<file path="config.mk">
export PLATFORM = sky130hd
export DESIGN_NAME = hsl_status
export DESIGN_NICKNAME = d
export VERILOG_FILES = /design/src/hsl_pkg.sv /design/src/hsl_status.sv
export VERILOG_INCLUDE_DIRS = /design/src
export SDC_FILE = /design/constraint.sdc
export NUM_CORES = 1
export LEC_CHECK = 0
export ABC_AREA = 1
export BUFFER_PORTS_ARGS = -buffer_cell sky130_fd_sc_hd__buf_2
export CAP_MARGIN = 20
export CORE_MARGIN = 2
export CORE_UTILIZATION = 53
export DETAILED_ROUTE_END_ITERATION = 10
export PLACE_DENSITY_LB_ADDON = 0.05
export SYNTH_ARGS = -nofsm -noshare
export SYNTH_HDL_FRONTEND = slang
export SYNTH_SLANG_ARGS = --single-unit
</file>
<file path="constraint.sdc">
create_clock -name clk_i -period 3.5 [get_ports clk_i]
set_input_delay 0.7 -clock clk_i [delete_from_list [all_inputs] [get_ports clk_i]]
set_output_delay 0.7 -clock clk_i [all_outputs]
set_load 0.03 [all_outputs]
</file>
<file path="src/hsl_cfg.svh">
`ifndef HSL_CFG_SVH
`define HSL_CFG_SVH
// register byte offsets (full address decode on adr_i[15:0])
`define HSL_STAT_A_OFS 16'h7008
`define HSL_STAT_B_OFS 16'h8008
`define HSL_MASK_A_OFS 16'h700C
`define HSL_MASK_B_OFS 16'h800C
`define HSL_CTRL_OFS 16'h9000
// field positions inside the status word
`define HSL_RB_LO 0
`define HSL_RB_HI 3
`define HSL_TX_FRAME_DONE_FLAG_BIT 4
`define HSL_TX_FIFO_SPACE_FLAG_BIT 5
`define HSL_CTS_BIT 6
`define HSL_SCTS_BIT 7
`define HSL_TXU_BIT 8
`define HSL_RX_FIFO_DATA_FLAG_BIT 9
`define HSL_RSV_BIT 10
// control register fields, one nibble per channel
`define HSL_CTL_FOUR 0
`define HSL_CTL_TXDMA 1
`define HSL_CTL_RXDMA 2
`define HSL_CTL_STRIDE 4
// writable sticky bits: 4, 7, 8
`define HSL_STICKY_MASK 11'h190
`define HSL_STAT_RST 32'h0000_0000
`define HSL_MASK_RST 11'h000
`define HSL_CTRL_RST 8'h00
`endif

</file>
<file path="src/hsl_pkg.sv">
package hsl_pkg;
   typedef struct packed {
      logic [1:0] cts_sync1;
      logic [1:0] cts_sync2;
      logic [1:0] cts_prev;
      logic [1:0][3:0] rb;
      logic [1:0][2:0] sticky;
      logic [1:0][10:0] mask;
      logic [7:0] ctrl;
      logic ack;
      logic [31:0] dat;
   } hsl_state_t;
endpackage

</file>
<file path="src/hsl_status.sv">
`timescale 1ns/1ps
// Functional notes
// - Each channel has one status word, A at 0x7008 and B at 0x8008, reset to zero.
// - Reading a status word changes no bit.
// - Level bits 5 and 9 follow their conditions with no storage; bit 6 passes through two sync flops.
// - Bits 4, 7 and 8 are sticky and clear only by writing one.
// - Bits 3:0 hold leftover valid bytes minus one of a finished receive frame.
// - Bit 4 sets when transmit FIFO is empty and an abort or closing flag went out.
// - In single-word mode bit 5 is one while the first transmit FIFO word is empty.
// - In four-word mode bit 5 is one only while the first four words are empty.
// - While transmit DMA runs, bit 5 reads zero.
// - Bit 6 is the inverted clear-to-send pin level and raises no interrupt.
// - Bit 7 sets on any clear-to-send edge until written with one.
// - A mid-frame underrun sets bit 8, cleared by writing one.
// - In single-word mode bit 9 is one when the last receive FIFO word holds data.
// - In four-word mode bit 9 is one when the last four receive words hold data.
// - In four-word mode, two words with the frame-last marker also count as receive data available.
// - While receive DMA runs, bit 9 reads zero.
`include "hsl_cfg.svh"
module hsl_status (
   input wire logic clk_i,
   input wire logic rst_i,
   input wire logic cyc_i,
   input wire logic stb_i,
   input wire logic we_i,
   input wire logic [15:0] adr_i,
   input wire logic [3:0] sel_i,
   input wire logic [31:0] dat_i,
   output logic [31:0] dat_o,
   output logic ack_o,
   output logic irq_o,
   input wire logic [1:0] clear_to_send_n_i,
   input wire logic [1:0] tx_fifo_first_empty_i,
   input wire logic [1:0] tx_fifo_four_empty_i,
   input wire logic [1:0] tx_done_event_i,
   input wire logic [1:0] tx_underrun_event_i,
   input wire logic [1:0] rx_fifo_last_valid_i,
   input wire logic [1:0] rx_fifo_four_valid_i,
   input wire logic [1:0] rx_fifo_two_last_i,
   input wire logic [1:0] rx_frame_end_i,
   input wire logic [1:0][3:0] rx_leftover_byte_count_i
);

   hsl_pkg::hsl_state_t st;
   hsl_pkg::hsl_state_t next_st;
   // one word per channel, each filled by its own process
   logic [10:0] stat [2];
   logic [1:0] cts_edge;

   function automatic logic [2:0] reg_sel(input logic [15:0] a);
      reg_sel = 3'h0;
      case (a)
         `HSL_STAT_A_OFS: reg_sel = 3'h1;
         `HSL_STAT_B_OFS: reg_sel = 3'h2;
         `HSL_MASK_A_OFS: reg_sel = 3'h3;
         `HSL_MASK_B_OFS: reg_sel = 3'h4;
         `HSL_CTRL_OFS: reg_sel = 3'h5;
         default: reg_sel = 3'h0;
      endcase
   endfunction

   logic [2:0] sel_reg;
   logic req;
   assign sel_reg = reg_sel(adr_i);
   assign req = cyc_i && stb_i && !st.ack;

   generate
      for (genvar c = 0; c < 2; c++) begin : g_ch
         logic four;
         logic txdma;
         logic rxdma;
         logic tx_fa;
         logic rx_fa;
         assign four = st.ctrl[c*`HSL_CTL_STRIDE+`HSL_CTL_FOUR];
         assign txdma = st.ctrl[c*`HSL_CTL_STRIDE+`HSL_CTL_TXDMA];
         assign rxdma = st.ctrl[c*`HSL_CTL_STRIDE+`HSL_CTL_RXDMA];
         // dma owns the fifo, so software polling is suppressed
         assign tx_fa = !txdma && (four ? tx_fifo_four_empty_i[c]
                                        : tx_fifo_first_empty_i[c]);
         assign rx_fa = !rxdma && (four ? (rx_fifo_four_valid_i[c]
                                           || rx_fifo_two_last_i[c])
                                        : rx_fifo_last_valid_i[c]);
         assign cts_edge[c] = st.cts_sync2[c] ^ st.cts_prev[c];
         always_comb begin
            stat[c] = 11'h000;
            stat[c][`HSL_RB_HI:`HSL_RB_LO] = st.rb[c];
            stat[c][`HSL_TX_FRAME_DONE_FLAG_BIT] = st.sticky[c][0];
            stat[c][`HSL_TX_FIFO_SPACE_FLAG_BIT] = tx_fa;
            stat[c][`HSL_CTS_BIT] = !st.cts_sync2[c];
            stat[c][`HSL_SCTS_BIT] = st.sticky[c][1];
            stat[c][`HSL_TXU_BIT] = st.sticky[c][2];
            stat[c][`HSL_RX_FIFO_DATA_FLAG_BIT] = rx_fa;
            stat[c][`HSL_RSV_BIT] = 1'b0;
         end
      end
   endgenerate

   always_comb begin
      logic [1:0] clr_hit;
      logic [2:0] clr_bits;
      logic [2:0] set_bits;
      clr_hit = 2'b00;
      clr_bits = 3'h0;
      set_bits = 3'h0;
      next_st = st;
      next_st.cts_sync1 = clear_to_send_n_i;
      next_st.cts_sync2 = st.cts_sync1;
      next_st.cts_prev = st.cts_sync2;
      next_st.ack = req;
      // byte enables are applied per bit below
      if (req && we_i && sel_reg == 3'h1) begin
         clr_hit[0] = 1'b1;
      end
      if (req && we_i && sel_reg == 3'h2) begin
         clr_hit[1] = 1'b1;
      end
      for (int c = 0; c < 2; c++) begin
         if (rx_frame_end_i[c]) begin
            next_st.rb[c] = rx_leftover_byte_count_i[c];
         end
         // bits 4, 7 live in byte 0; bit 8 in byte 1
         clr_bits[0] = clr_hit[c] && sel_i[0]
                       && dat_i[`HSL_TX_FRAME_DONE_FLAG_BIT];
         clr_bits[1] = clr_hit[c] && sel_i[0]
                       && dat_i[`HSL_SCTS_BIT];
         clr_bits[2] = clr_hit[c] && sel_i[1] && dat_i[`HSL_TXU_BIT];
         set_bits[0] = tx_done_event_i[c];
         set_bits[1] = cts_edge[c];
         set_bits[2] = tx_underrun_event_i[c];
         // a set in the clearing cycle wins
         next_st.sticky[c] = (st.sticky[c] & ~clr_bits) | set_bits;
      end
      if (req && we_i) begin
         case (sel_reg)
            3'h3: begin
               if (sel_i[0]) next_st.mask[0][7:0] = dat_i[7:0];
               if (sel_i[1]) next_st.mask[0][10:8] = dat_i[10:8];
            end
            3'h4: begin
               if (sel_i[0]) next_st.mask[1][7:0] = dat_i[7:0];
               if (sel_i[1]) next_st.mask[1][10:8] = dat_i[10:8];
            end
            3'h5: begin
               if (sel_i[0]) next_st.ctrl = dat_i[7:0];
            end
            default: begin
            end
         endcase
      end
      // reads only capture, never clear
      next_st.dat = 32'h0000_0000;
      if (req && !we_i) begin
         case (sel_reg)
            3'h1: next_st.dat = {21'h00_0000, stat[0]};
            3'h2: next_st.dat = {21'h00_0000, stat[1]};
            3'h3: next_st.dat = {21'h00_0000, st.mask[0]};
            3'h4: next_st.dat = {21'h00_0000, st.mask[1]};
            3'h5: next_st.dat = {24'h00_0000, st.ctrl};
            default: next_st.dat = 32'h0000_0000;
         endcase
      end
   end

   always_ff @(posedge clk_i) begin
      if (rst_i) begin
         st.cts_sync1 <= 2'b11;
         st.cts_sync2 <= 2'b11;
         st.cts_prev <= 2'b11;
         st.rb <= '0;
         st.sticky <= '0;
         st.mask <= {`HSL_MASK_RST, `HSL_MASK_RST};
         st.ctrl <= `HSL_CTRL_RST;
         st.ack <= 1'b0;
         st.dat <= `HSL_STAT_RST;
      end else begin
         st <= next_st;
      end
   end

   // level bits 5 and 9 may interrupt; bit 6 is excluded
   logic [10:0] irq_src0;
   logic [10:0] irq_src1;
   assign irq_src0 = stat[0] & st.mask[0] & 11'h3B0;
   assign irq_src1 = stat[1] & st.mask[1] & 11'h3B0;
   assign irq_o = |irq_src0 || |irq_src1;
   assign ack_o = st.ack;
   assign dat_o = st.dat;

endmodule // hsl_status

</file>
# After elaboration in Yosys (flattened, before gate mapping)
# Cells that the tools add are included.
classes:
  eq_ne: 10
  n_reduce_logical: 39
  mux: 8
  bitwise: 11
op_table:
  columns: ["operator", "n"]
  rows:
  - ["$pmux 11 s5", 1]
  - ["$eq 16x16->1 const B", 3]
  - ["$eq 16x15->1 const B", 2]
  - ["$and 10x10->10", 2]
  - ["$logic_and 1x1->1", 20]
  - ["$pmux 3 s5", 1]
  - ["$reduce_and 3->1", 5]
  - ["$reduce_or 5->1", 2]
  - ["$logic_not 1->1", 8]
  - ["$and 3x3->3", 2]
  - ["$eq 3x2->1 const B", 2]
  - ["$eq 3x3->1 const B", 2]
  - ["$mux 1", 6]
  - ["$not 3->3", 2]
  - ["$or 3x3->3", 2]
  - ["$eq 3x1->1 const B", 1]
  - ["$logic_or 1x1->1", 3]
  - ["$reduce_or 2->1", 1]
  - ["$xor 1x1->1", 2]
  - ["$not 1->1", 1]
word_totals:
  reg_bits: 83
  word_cells: 82
  output_inout_bits: 34

# Logic depth before layout (Yosys ltp)
# Gate-level depths: netlist (run 1).
logic_depth:
  depth_word: 10
  ltp_mapped: 11
  mapped_depth_nobuf: 10

# Least setup slack after synthesis (run 1)
# No wires, ideal clock.
synth_path:
  path_kind: "input -> output"
  startpoint: "input tx_fifo_first_empty_i[1]"
  endpoint: "output irq_o"
  cell_stages: 6
  arrival_ps: 1306
  slack_ps: 1494
  t_required_ps: 2800
  path_cell_list: "o21ai_0 nor2_1 nand2_1 nand4_1 a21oi_1 nand2_1"
synth_via:
  elab_chain_cells: 5
synth_lines:
  columns: ["element", "line_no", "source"]
  rows:
  - ["from (decl)", "hsl_status.sv:33", "input wire logic [1:0] tx_fifo_first_empty_i,"]
  - ["$mux 1", "hsl_status.sv:78", "assign tx_fa = !txdma && (four ? tx_fifo_four_empty_i[c]"]
  - ["$logic_and 1x1->1", "hsl_status.sv:78", null]
  - ["$and 10x10->10", "hsl_status.sv:184", "assign irq_src1 = stat[1] & st.mask[1] & 11'h3B0;"]
  - ["$reduce_or 5->1", "hsl_status.sv:185", "assign irq_o = |irq_src0 || |irq_src1;"]
  - ["$logic_or 1x1->1", "hsl_status.sv:185", null]
  - ["to (decl)", "hsl_status.sv:31", "output logic irq_o,"]
# No other way between the ends.

# Worst setup path in the final report (run 1)
layout_path:
  startpoint: "input tx_fifo_first_empty_i[0]"
  endpoint: "output irq_o"
layout_via:
  elab_chain_cells: 5
layout_lines:
  columns: ["element", "line_no", "source"]
  rows:
  - ["$mux 1", "hsl_status.sv:78", null]
  - ["$logic_and 1x1->1", "hsl_status.sv:78", null]
  - ["$and 10x10->10", "hsl_status.sv:183", "assign irq_src0 = stat[0] & st.mask[0] & 11'h3B0;"]
  - ["$reduce_or 5->1", "hsl_status.sv:185", null]
  - ["$logic_or 1x1->1", "hsl_status.sv:185", null]
# No other way between the ends.

==> results.json, run 1 <==
{
  "power.density_nw_per_um2": 425,
  "synth_area_um2": 3180,
  "setup.worst_path.end": "irq_o",
  "htree_levels": 3,
  "worst_skew_pair.late_latency_ns": 0.34,
  "portion_of_the_post_synthesis_area_used_by_sequential_elements_pct": 39.1,
  "layout.cells.most_common": "nand2_1",
  "use_met3_pct": 4.22,
  "drive_above_1_share_pct": 24.8,
  "setup_violations": 0,
  "worst-setup-path-type": "input pin to primary output",
  "hp_start": "next_st[80]",
  "number_of_distinct_library_cells_after_synthesis": 26,
  "power.leakage_uw": 0.00191,
  "gp_congestion": 0.820,
  "globalRouteMet2Util_pct": 36.4,
  "grt_use_total_pct": 23.3,
  "async_s_r_ff_share_synth_pct": 0,
  "ctsResizeCount": 0,
  "crit-reg2reg-capture": "st[40]",
  "gr-max-usage-layer": "met2",
  "io-pin-count": 117,
  "timing.reg2reg.worst_path_depth": 9,
  "timing.critical_path.from": "tx_fifo_first_empty_i[0]",
  "crit_slowest_cell": "buf_2",
  "number_of_sinks_driven_by_the_clock_tree": 62,
  "reg2reg_from": "ack_o",
  "critical_path.cell_chain": "buf_2 > o21ai_0 > nor2_1 > nand2_1 > nand4_1 > a21oi_1 > nand2_1 > buf_2",
  "rows": 28,
  "grt_overflow": 0,
  "worst_hold_path_type": "flip-flop to flip-flop",
  "postCtsSetupBuffers": 0,
  "die_y_um": 81.4,
  "run_status": "complete, no violations",
  "io_buffer_count": 72,
  "dr_iter_0_viols": 175,
  "critPathMaxFanout": 2,
  "grtUsageMet1_pct": 31.8,
  "detail-route-antenna-nets": 0,
  "report.final.hold_viol_count": 0,
  "antenna_found_initial": 0,
  "fp.dieArea_um2": 6630,
  "drt-wirelength-per-cell_um": 12.2,
  "critical_path.top_delay_family": "simple AND/OR/NAND/NOR gates",
  "setup.worst_path.end_class": "primary output",
  "synth_edf_count": 0,
  "drt-pass1-iter-count": 5,
  "wp_data_arrival_ns": 1.53,
  "ir_drop_worst_vdd_uv": 256,
  "critical_path_required_ns": 2.80,
  "period_minus_slack_ns": 2.23,
  "timing.critical_path.from_type": "input pin",
  "logic_depth_of_the_worst_path_buffers_included": 8,
  "cts.clk_slew.worst_paths_ns": 0.07,
  "max_cap_violations": 0,
  "postSynthAreaPerCell_um2": 7.20,
  "timing_max_transition_violations_final": 0,
  "drc": 0,
  "clock_tree.buffer_depth": 2,
  "cts_root_buffer": "clkbuf_8",
  "finClkSkew_ns": 0.00705,
  "synth_flop_cell": "dfxtp_1",
  "yosys_warnings": 0,
  "drt_wl_total_um": 7070,
  "n_antenna_cell": 0,
  "viasPerCell": 4.84,
  "first_pass_grt_wire_length_um": 11700,
  "ctsHoldBuffers": 0,
  "max_freq_mhz": 448,
  "rsz_0062_raised_after_global_routing": "no",
  "post_synth_inst_count": 441,
  "die_w_um": 81.4,
  "floorplan.core_area_um2": 5850,
  "final_min_period_over_clock_period_pct": 63.8,
  "grt_max_degree": 28,
  "finalHoldWorstSlack_ns": 0.410,
  "numCtsBuffers": 9,
  "synth_seq_cells": 62,
  "setup_total_negative_slack_ns": 0,
  "layout_common_cells": "nand2_1 (75), buf_2 (72), nor2_1 (66)",
  "hpwl_um": 5250,
  "tritoncts_clock_tree": "done",
  "worst-path-buf-inv": 2,
  "total_via_count_after_detailed_routing": 2809,
  "rrSetupSlack_ns": 2.18,
  "num-nets-final": 584,
  "floorplan.initialDensity_pct": 54.3,
  "grt_pass1_vias": 2554,
  "worst_path_largest_cell_delay_ns": 0.17,
  "area_growth_pct": 13.3
}
[stage by stage]
step,util (%),setup slack [ns],cell area (um2),power (uW),cells
2_1_floorplan,-,1.49,3250,836,461
3_3_place_gp,57.9,1.27,3390,866,565
3_5_place_dp,57.9,1.27,3390,868,565
4_1_cts,61.5,1.26,3600,1540,580
5_1_grt,61.5,1.10,3600,1580,580
6_report,61.5,1.27,3600,1530,580
[Yosys cell counts (3+ instances only)]
master | n | area share (%)
nand4_1 | 3 | 0.59
o21ai_2 | 3 | 0.83
or2_2 | 4 | 0.79
buf_6 | 3 | 1.1
nor2_1 | 66 | 7.8
nand2_1 | 75 | 8.9
inv_1 | 45 | 5.3
o21ai_0 | 37 | 5.8
a21oi_1 | 27 | 4.3
nor2_2 | 9 | 1.8
nand3_1 | 37 | 5.8
a21oi_2 | 4 | 1.1
nor2_4 | 3 | 1.1
nand2_4 | 5 | 1.8
nor2_8 | 4 | 2.5
nor3_1 | 3 | 0.47
clkbuf_1 | 3 | 0.35
buf_4 | 36 | 8.5
dfxtp_1 | 62 | 39
nand2_2 | 3 | 0.59
[final cells by class]
type | count | area, um2
clock buffers | 9 | 124
fillers | 575 | 2250
clock inverters | 6 | 87.6
flip-flops and latches | 62 | 1240
multi-input cells | 308 | 1510
well taps | 75 | 93.8
inverters | 47 | 178
repair buffers | 73 | 368
[worst min path at each step]
stage,endpoint,depth (start not counted)
2_1_floorplan,next_st[77],1
3_3_place_gp,next_st[77],1
3_5_place_dp,next_st[78],1
4_1_cts,next_st[78],1
5_1_grt,next_st[78],1
6_report,next_st[78],1
[state kept, by name, summed over array words and instances (netlist names)]
signal	flops
st	40
dat_o	11
next_st	4
g_ch.four	2
g_ch.rxdma	2
g_ch.txdma	2
ack_o	1
[logic make-up after synthesis]
family / count (synthesis) / synth area share (%)
flip-flops: 62 / 39.1
AND/OR/NAND/NOR: 212 / 32.1
AO/OA/AOI/OAI: 73 / 12.3
buffers and inverters: 91 / 15.8
XOR/XNOR: 2 / 0.552
other: 1 / 0.118
[layer usage]
layer	vias to the layer above	share of wire [%]
li1	1458	-
met1	1207	47
met2	130	43
met3	14	8.2
met4	0	1.6
met5	-	0
[power breakdown]
part / internal (uW) / switching (uW)
combinational: 41.2 / 82.8
sequential: 720 / 8.71
clock: 395 / 281
total: 1160 / 372
No activity file was read; power rests on OpenSTA's default activity.
==> inputs of run 2 (changes only) <==
--- a/config.mk
+++ b/config.mk
@@ -10,7 +10,7 @@
 export BUFFER_PORTS_ARGS = -buffer_cell sky130_fd_sc_hd__buf_2
 export CAP_MARGIN = 20
 export CORE_MARGIN = 2
-export CORE_UTILIZATION = 53
+export CORE_UTILIZATION = 49
 export DETAILED_ROUTE_END_ITERATION = 10
 export PLACE_DENSITY_LB_ADDON = 0.05
 export SYNTH_ARGS = -nofsm -noshare
==> constraint.sdc (replaced) <==
create_clock -name clk_i -period 2.1 [get_ports clk_i]
set_input_delay 0.42 -clock clk_i [delete_from_list [all_inputs] [get_ports clk_i]]
set_output_delay 0.42 -clock clk_i [all_outputs]
set_load 0.03 [all_outputs]
==> run 2 against run 1 <==
Cell count is 1.0% higher. Non-clock buffer count rose by 3. Sequential cell count did not move. Total power rose by 57%. Critical endpoint unchanged. Global-route usage fell by 2.3 points.
==> results.json, run 2 (same netlist as run 1, synthesis figures left out) <==
{
  "worst_skew_pair.late_latency_ns": 0.34,
  "drc": 0,
  "layout_common_cells": "nand2_1 (75), buf_2 (72), nor2_1 (66)",
  "grt_pass1_vias": 2514,
  "power.leakage_uw": 0.00192,
  "number_of_sinks_driven_by_the_clock_tree": 62,
  "ctsHoldBuffers": 0,
  "rrSetupSlack_ns": 0.75,
  "largest_register_ff_count": 40,
  "report.final.hold_viol_count": 0,
  "floorplan.core_area_um2": 6310,
  "finClkSkew_ns": 0.0100,
  "run_status": "complete, no violations",
  "use_met3_pct": 4.33,
  "worst-setup-path-type": "flip-flop to primary output",
  "worst-path-buf-inv": 2,
  "max_cap_violations": 0,
  "htree_levels": 3,
  "viasPerCell": 4.83,
  "ir_drop_worst_vdd_uv": 425,
  "drt-pass1-iter-count": 4,
  "rsz_0062_raised_after_global_routing": "no",
  "grtUsageMet1_pct": 29.9,
  "drive_above_1_share_pct": 25.3,
  "timing_max_transition_violations_final": 0,
  "total_via_count_after_detailed_routing": 2832,
  "timing.critical_path.from_type": "flip-flop",
  "globalRouteMet2Util_pct": 31.2,
  "grt_overflow": 0,
  "worst_hold_path_type": "input pin to flip-flop",
  "crit_slowest_cell": "dfxtp_1",
  "worst_path_largest_cell_delay_ns": 0.32,
  "fin_util_pct": 57.0,
  "final_min_period_over_clock_period_pct": 90.9,
  "antenna_found_initial": 0,
  "area_growth_pct": 13.4,
  "detail-route-antenna-nets": 0,
  "cts.clk_slew.worst_paths_ns": 0.07,
  "grt_max_degree": 38,
  "gr-max-usage-layer": "met2",
  "largest_register": "st",
  "rows": 29,
  "hpwl_um": 5340,
  "fp.dieArea_um2": 7140,
  "max_freq_mhz": 524,
  "finalHoldWorstSlack_ns": 0.264,
  "gp_congestion": 0.867,
  "layout.cells.most_common": "nand2_1",
  "clock_tree.buffer_depth": 2,
  "setup.worst_path.end_class": "primary output",
  "first_pass_grt_wire_length_um": 12000,
  "tritoncts_clock_tree": "done",
  "cts_root_buffer": "clkbuf_8",
  "die_w_um": 84.5,
  "power.density_nw_per_um2": 666,
  "critical_path.top_delay_family": "simple AND/OR/NAND/NOR gates",
  "critical_path_required_ns": 1.68,
  "numCtsBuffers": 9,
  "drt_wl_total_um": 7170,
  "num-nets-final": 587,
  "grt_use_total_pct": 20.9,
  "io-pin-count": 117,
  "dr_iter_0_viols": 139,
  "critical_path.cell_chain": "inv_1 > nor2_1 > nor2_1 > nand2_1 > nand4_1 > a21oi_1 > nand2_1 > buf_2",
  "setup_total_negative_slack_ns": 0,
  "critPathMaxFanout": 4,
  "period_minus_slack_ns": 1.91,
  "io_buffer_count": 72,
  "report.power.total_uw": 2400,
  "floorplan.initialDensity_pct": 50.3,
  "wp_data_arrival_ns": 1.49,
  "die_y_um": 84.5,
  "drt-wirelength-per-cell_um": 12.2,
  "n_antenna_cell": 0,
  "setup_violations": 0
}
## run 2: cell types whose count changed in the layout (fill, tap and decap cells not counted), sizes merged
cell / before / now
bufinv: 2 / 0
buf: 73 / 76
clkinvlp: 3 / 1
clkbuf: 9 / 13
clkinv: 2 / 3
## run 2: cell type report
class                      instances  area, um2
clock buffer                      13        169
clock inverter                     3       17.5
fill                             657       2710
inverter                          47        178
multi-input combinational        308       1510
sequential                        62       1240
tap                               77       96.3
timing repair buffer              76        390
## run 2: power breakdown
part	internal [uW]	switching (uW)	leakage [uW]
sequential	1200	15.3	0.000505
combinational	68.9	138	0.00132
clock	522	453	0.0000954
## run 2: worst paths after layout
kind	start	end	cells past startpoint
setup / recovery	g_ch[1].four	irq_o	8
setup reg to reg	ack_o	st[40]	9
hold / removal	clear_to_send_n_i[1]	next_st[80]	2
hold reg to reg	next_st[79]	next_st[77]	1
## run 2: through the flow
stage | worst slack, ns | cell area, um2 | cells
6_report | 0.191 | 3600 | 586
5_1_grt | 0.0278 | 3600 | 586
4_1_cts | 0.154 | 3600 | 586
3_5_place_dp | 0.334 | 3410 | 570
3_3_place_gp | 0.359 | 3410 | 570
2_1_floorplan | 0.648 | 3250 | 461
## run 2: what timing repair did
| action | 4_1_cts | 5_1_grt |
|---|---|---|
| buffers inserted | 0 | 0 |
| setup endpoints to repair | 0 | 1 |
| hold endpoints to repair | 0 | 0 |
| resized for setup | 0 | 1 |
## run 2: layer usage
layer  up-vias  share of wire (%)
met1      1255                 49
met5         -                  0
met3         9                7.1
li1       1469                  -
met2        99                 42
met4         0                1.5
==> inputs of run 3 (changes only) <==
--- a/config.mk
+++ b/config.mk
@@ -6,7 +6,7 @@
 export SDC_FILE = /design/constraint.sdc
 export NUM_CORES = 1
 export LEC_CHECK = 0
-export ABC_AREA = 1
+export ABC_AREA = 0
 export BUFFER_PORTS_ARGS = -buffer_cell sky130_fd_sc_hd__buf_2
 export CAP_MARGIN = 20
 export CORE_MARGIN = 2
==> run 3 against run 2 <==
Register-to-register slack worse by 0.17 ns. Highest routed layer unchanged. Cell count shrank 14%. Critical path depth decreased by 3. Area after synthesis fell by 1.1%. Largest power group is now clock. Clock power rose by 44%. Critical endpoint unchanged.
==> results.json, run 3 <==
{
  "run_status": "complete, no violations",
  "synth_commonest_cells": "dfxtp_1 (62), buf_4 (33), a21oi_1 (28), nand3_1 (27), nor2_1 (26)",
  "post_synth_inst_count": 349,
  "detail-route-antenna-nets": 0,
  "critical_path_required_ns": 1.68,
  "fin_util_pct": 61.1,
  "drt_wl_total_um": 7680,
  "synth_area_um2": 3140,
  "cell_count_after_placement": 487,
  "io-pin-count": 117,
  "dr_iter_0_viols": 209,
  "p_comb_share_pct": 8.9,
  "layout.cells.most_common": "buf_2",
  "setup_total_negative_slack_ns": 0,
  "postSynthAreaPerCell_um2": 9.00,
  "floorplan.initialDensity_pct": 50.0,
  "viasPerCell": 5.46,
  "ys_top_cells_by_area": "dfxtp_1 (40%), buf_4 (7.9%), mux2i_1 (4.8%), a21oi_1 (4.5%), nand3_1 (4.3%)",
  "wp_data_arrival_ns": 1.58,
  "setup_violations": 0,
  "synth_flop_cell": "dfxtp_1",
  "ir_drop_worst_vdd_uv": 571,
  "antenna_found_initial": 0,
  "synth_top_area_share_pct": 39.5,
  "grt_max_degree": 55,
  "number_of_sinks_driven_by_the_clock_tree": 62,
  "synthDominantAreaCellType": "dfxtp_1",
  "power.density_nw_per_um2": 749,
  "timing_max_transition_violations_final": 0,
  "grt_overflow": 0,
  "critical_path.top_delay_family": "flip-flops",
  "worstMarginPinSlew_ns": 0.550,
  "fp.dieArea_um2": 7060,
  "floorplan.core_area_um2": 6280,
  "instances_no_fill": 504,
  "p_switching_uw": 654,
  "htree_levels": 3,
  "setup.worst_path.end_class": "primary output",
  "drt-pass1-iter-count": 5,
  "worst_skew_pair.late_latency_ns": 0.34,
  "total_via_count_after_detailed_routing": 2754,
  "pre_cts_slack_ns": -0.194,
  "worst_path_largest_cell_delay_ns": 0.39,
  "max_freq_mhz": 499,
  "die_w_um": 84.0,
  "max_cap_violations": 0,
  "finalHoldWorstSlack_ns": 0.263,
  "largest_register": "st",
  "critical_path.cell_chain": "mux2i_2 > nor2_1 > a221oi_2 > nand2_1 > buf_2",
  "drive_above_1_share_pct": 36.1,
  "clock_tree.buffer_depth": 2,
  "grt_pass1_vias": 2561,
  "first_pass_grt_wire_length_um": 12600,
  "timing.final.ws_setup_ns": 0.0966,
  "rows": 29,
  "io_buffer_count": 72,
  "synth_edf_count": 0,
  "power.leakage_uw": 0.00157,
  "timing.critical_path.from_type": "flip-flop",
  "tritoncts_clock_tree": "done",
  "worst-setup-path-type": "flip-flop to primary output",
  "share_of_total_power_consumed_by_net_switching_pct": 22.8,
  "yosys_warnings": 0,
  "area_growth_pct": 22.1,
  "grt_use_total_pct": 22.6,
  "period_minus_slack_ns": 2.00,
  "gp_congestion": 0.810,
  "cts.clk_slew.worst_paths_ns": 0.08,
  "finClkSkew_ns": 0.00753,
  "internal_portion_of_total_power_uw": 2220,
  "worst-path-buf-inv": 1,
  "hpwl_um": 5400,
  "report.final.hold_viol_count": 0,
  "drt-wirelength-per-cell_um": 15.2,
  "timing.slew.headroom_pct": 63.3,
  "power.clock.fraction_pct": 48.8,
  "drc": 0,
  "layout_common_cells": "buf_2 (72), dfxtp_1 (60), a21oi_1 (28)",
  "n_antenna_cell": 0,
  "critPathMaxFanout": 5,
  "cts_root_buffer": "clkbuf_8",
  "numCtsBuffers": 9,
  "synth_seq_cells": 62,
  "share_seq_of_total_power_pct": 42.3,
  "crit_slowest_cell": "dfxtp_2",
  "portion_of_the_post_synthesis_area_used_by_sequential_elements_pct": 39.5,
  "largest_register_ff_count": 40,
  "number_of_distinct_library_cells_after_synthesis": 45,
  "worst_hold_path_type": "input pin to flip-flop",
  "num-nets-final": 505,
  "yosysMostFrequentCell": "dfxtp_1",
  "async_s_r_ff_share_synth_pct": 0,
  "final_min_period_over_clock_period_pct": 95.4,
  "die_y_um": 84.0,
  "rsz_0062_raised_after_global_routing": "no"
}
[run 3: path summary, 6_finish.rpt]
kind / from / to / slack [ns] / cells past startpoint
max: g_ch[0].four / irq_o / 0.1 / 5
min reg2reg: next_st[80] / next_st[78] / 0.41 / 1
max reg2reg: ack_o / st[42] / 0.58 / 6
min: clear_to_send_n_i[1] / next_st[80] / 0.26 / 2
[run 3: timing repair]
item                       CTS  global route
buffers inserted             1             0
gates cloned                 0             0
setup endpoints to repair    1             1
hold buffers                 0             0
gates resized for setup      1             4
[run 3: cell families after synthesis]
group           Yosys count  synth area share, %
other cells               1                0.119
compound gates           85                 16.1
xor+xnor                  2                0.558
flops                    62                 39.5
buf+inv                  59                 12.4
mux                      27                 9.09
simple gates            113                 22.2
[run 3: power by group through the flow]
| stage | registers (uW) | clock network [uW] | logic (uW) |
|---|---|---|---|
| after detailed placement | 1240 | 0 | 251 |
| final | 1210 | 1400 | 256 |
| after CTS | 1210 | 1420 | 254 |
| after global routing | 1210 | 1500 | 277 |
| after floorplan | 1240 | 0 | 184 |
| after global placement | 1240 | 0 | 248 |
[run 3: layout make-up]
| class | count | area, um2 |
|---|---|---|
| well taps | 77 | 96.3 |
| repair buffers | 99 | 613 |
| inverters | 2 | 7.51 |
| fillers | 569 | 2440 |
| clock inverters | 7 | 145 |
| multi-input cells | 248 | 1600 |
| clock buffers | 9 | 124 |
| flip-flops and latches | 62 | 1240 |
[run 3: through the flow]
stage / instance area (um2) / total power (uW)
3_5_place_dp: 3540 / 1490
3_3_place_gp: 3540 / 1490
5_1_grt: 3830 / 2990
6_report: 3830 / 2870
4_1_cts: 3820 / 2890
2_1_floorplan: 3230 / 1420
[run 3: per-layer routing]
layer  global-route usage [%]  part of all wire [%]  vias to the layer above
met5                        0                     0                        -
met2                     34.2                    46                       93
met4                     9.38                   1.5                        0
met1                     31.2                    46                     1294
met3                     4.65                   6.4                       11
li1                         -                     -                     1356
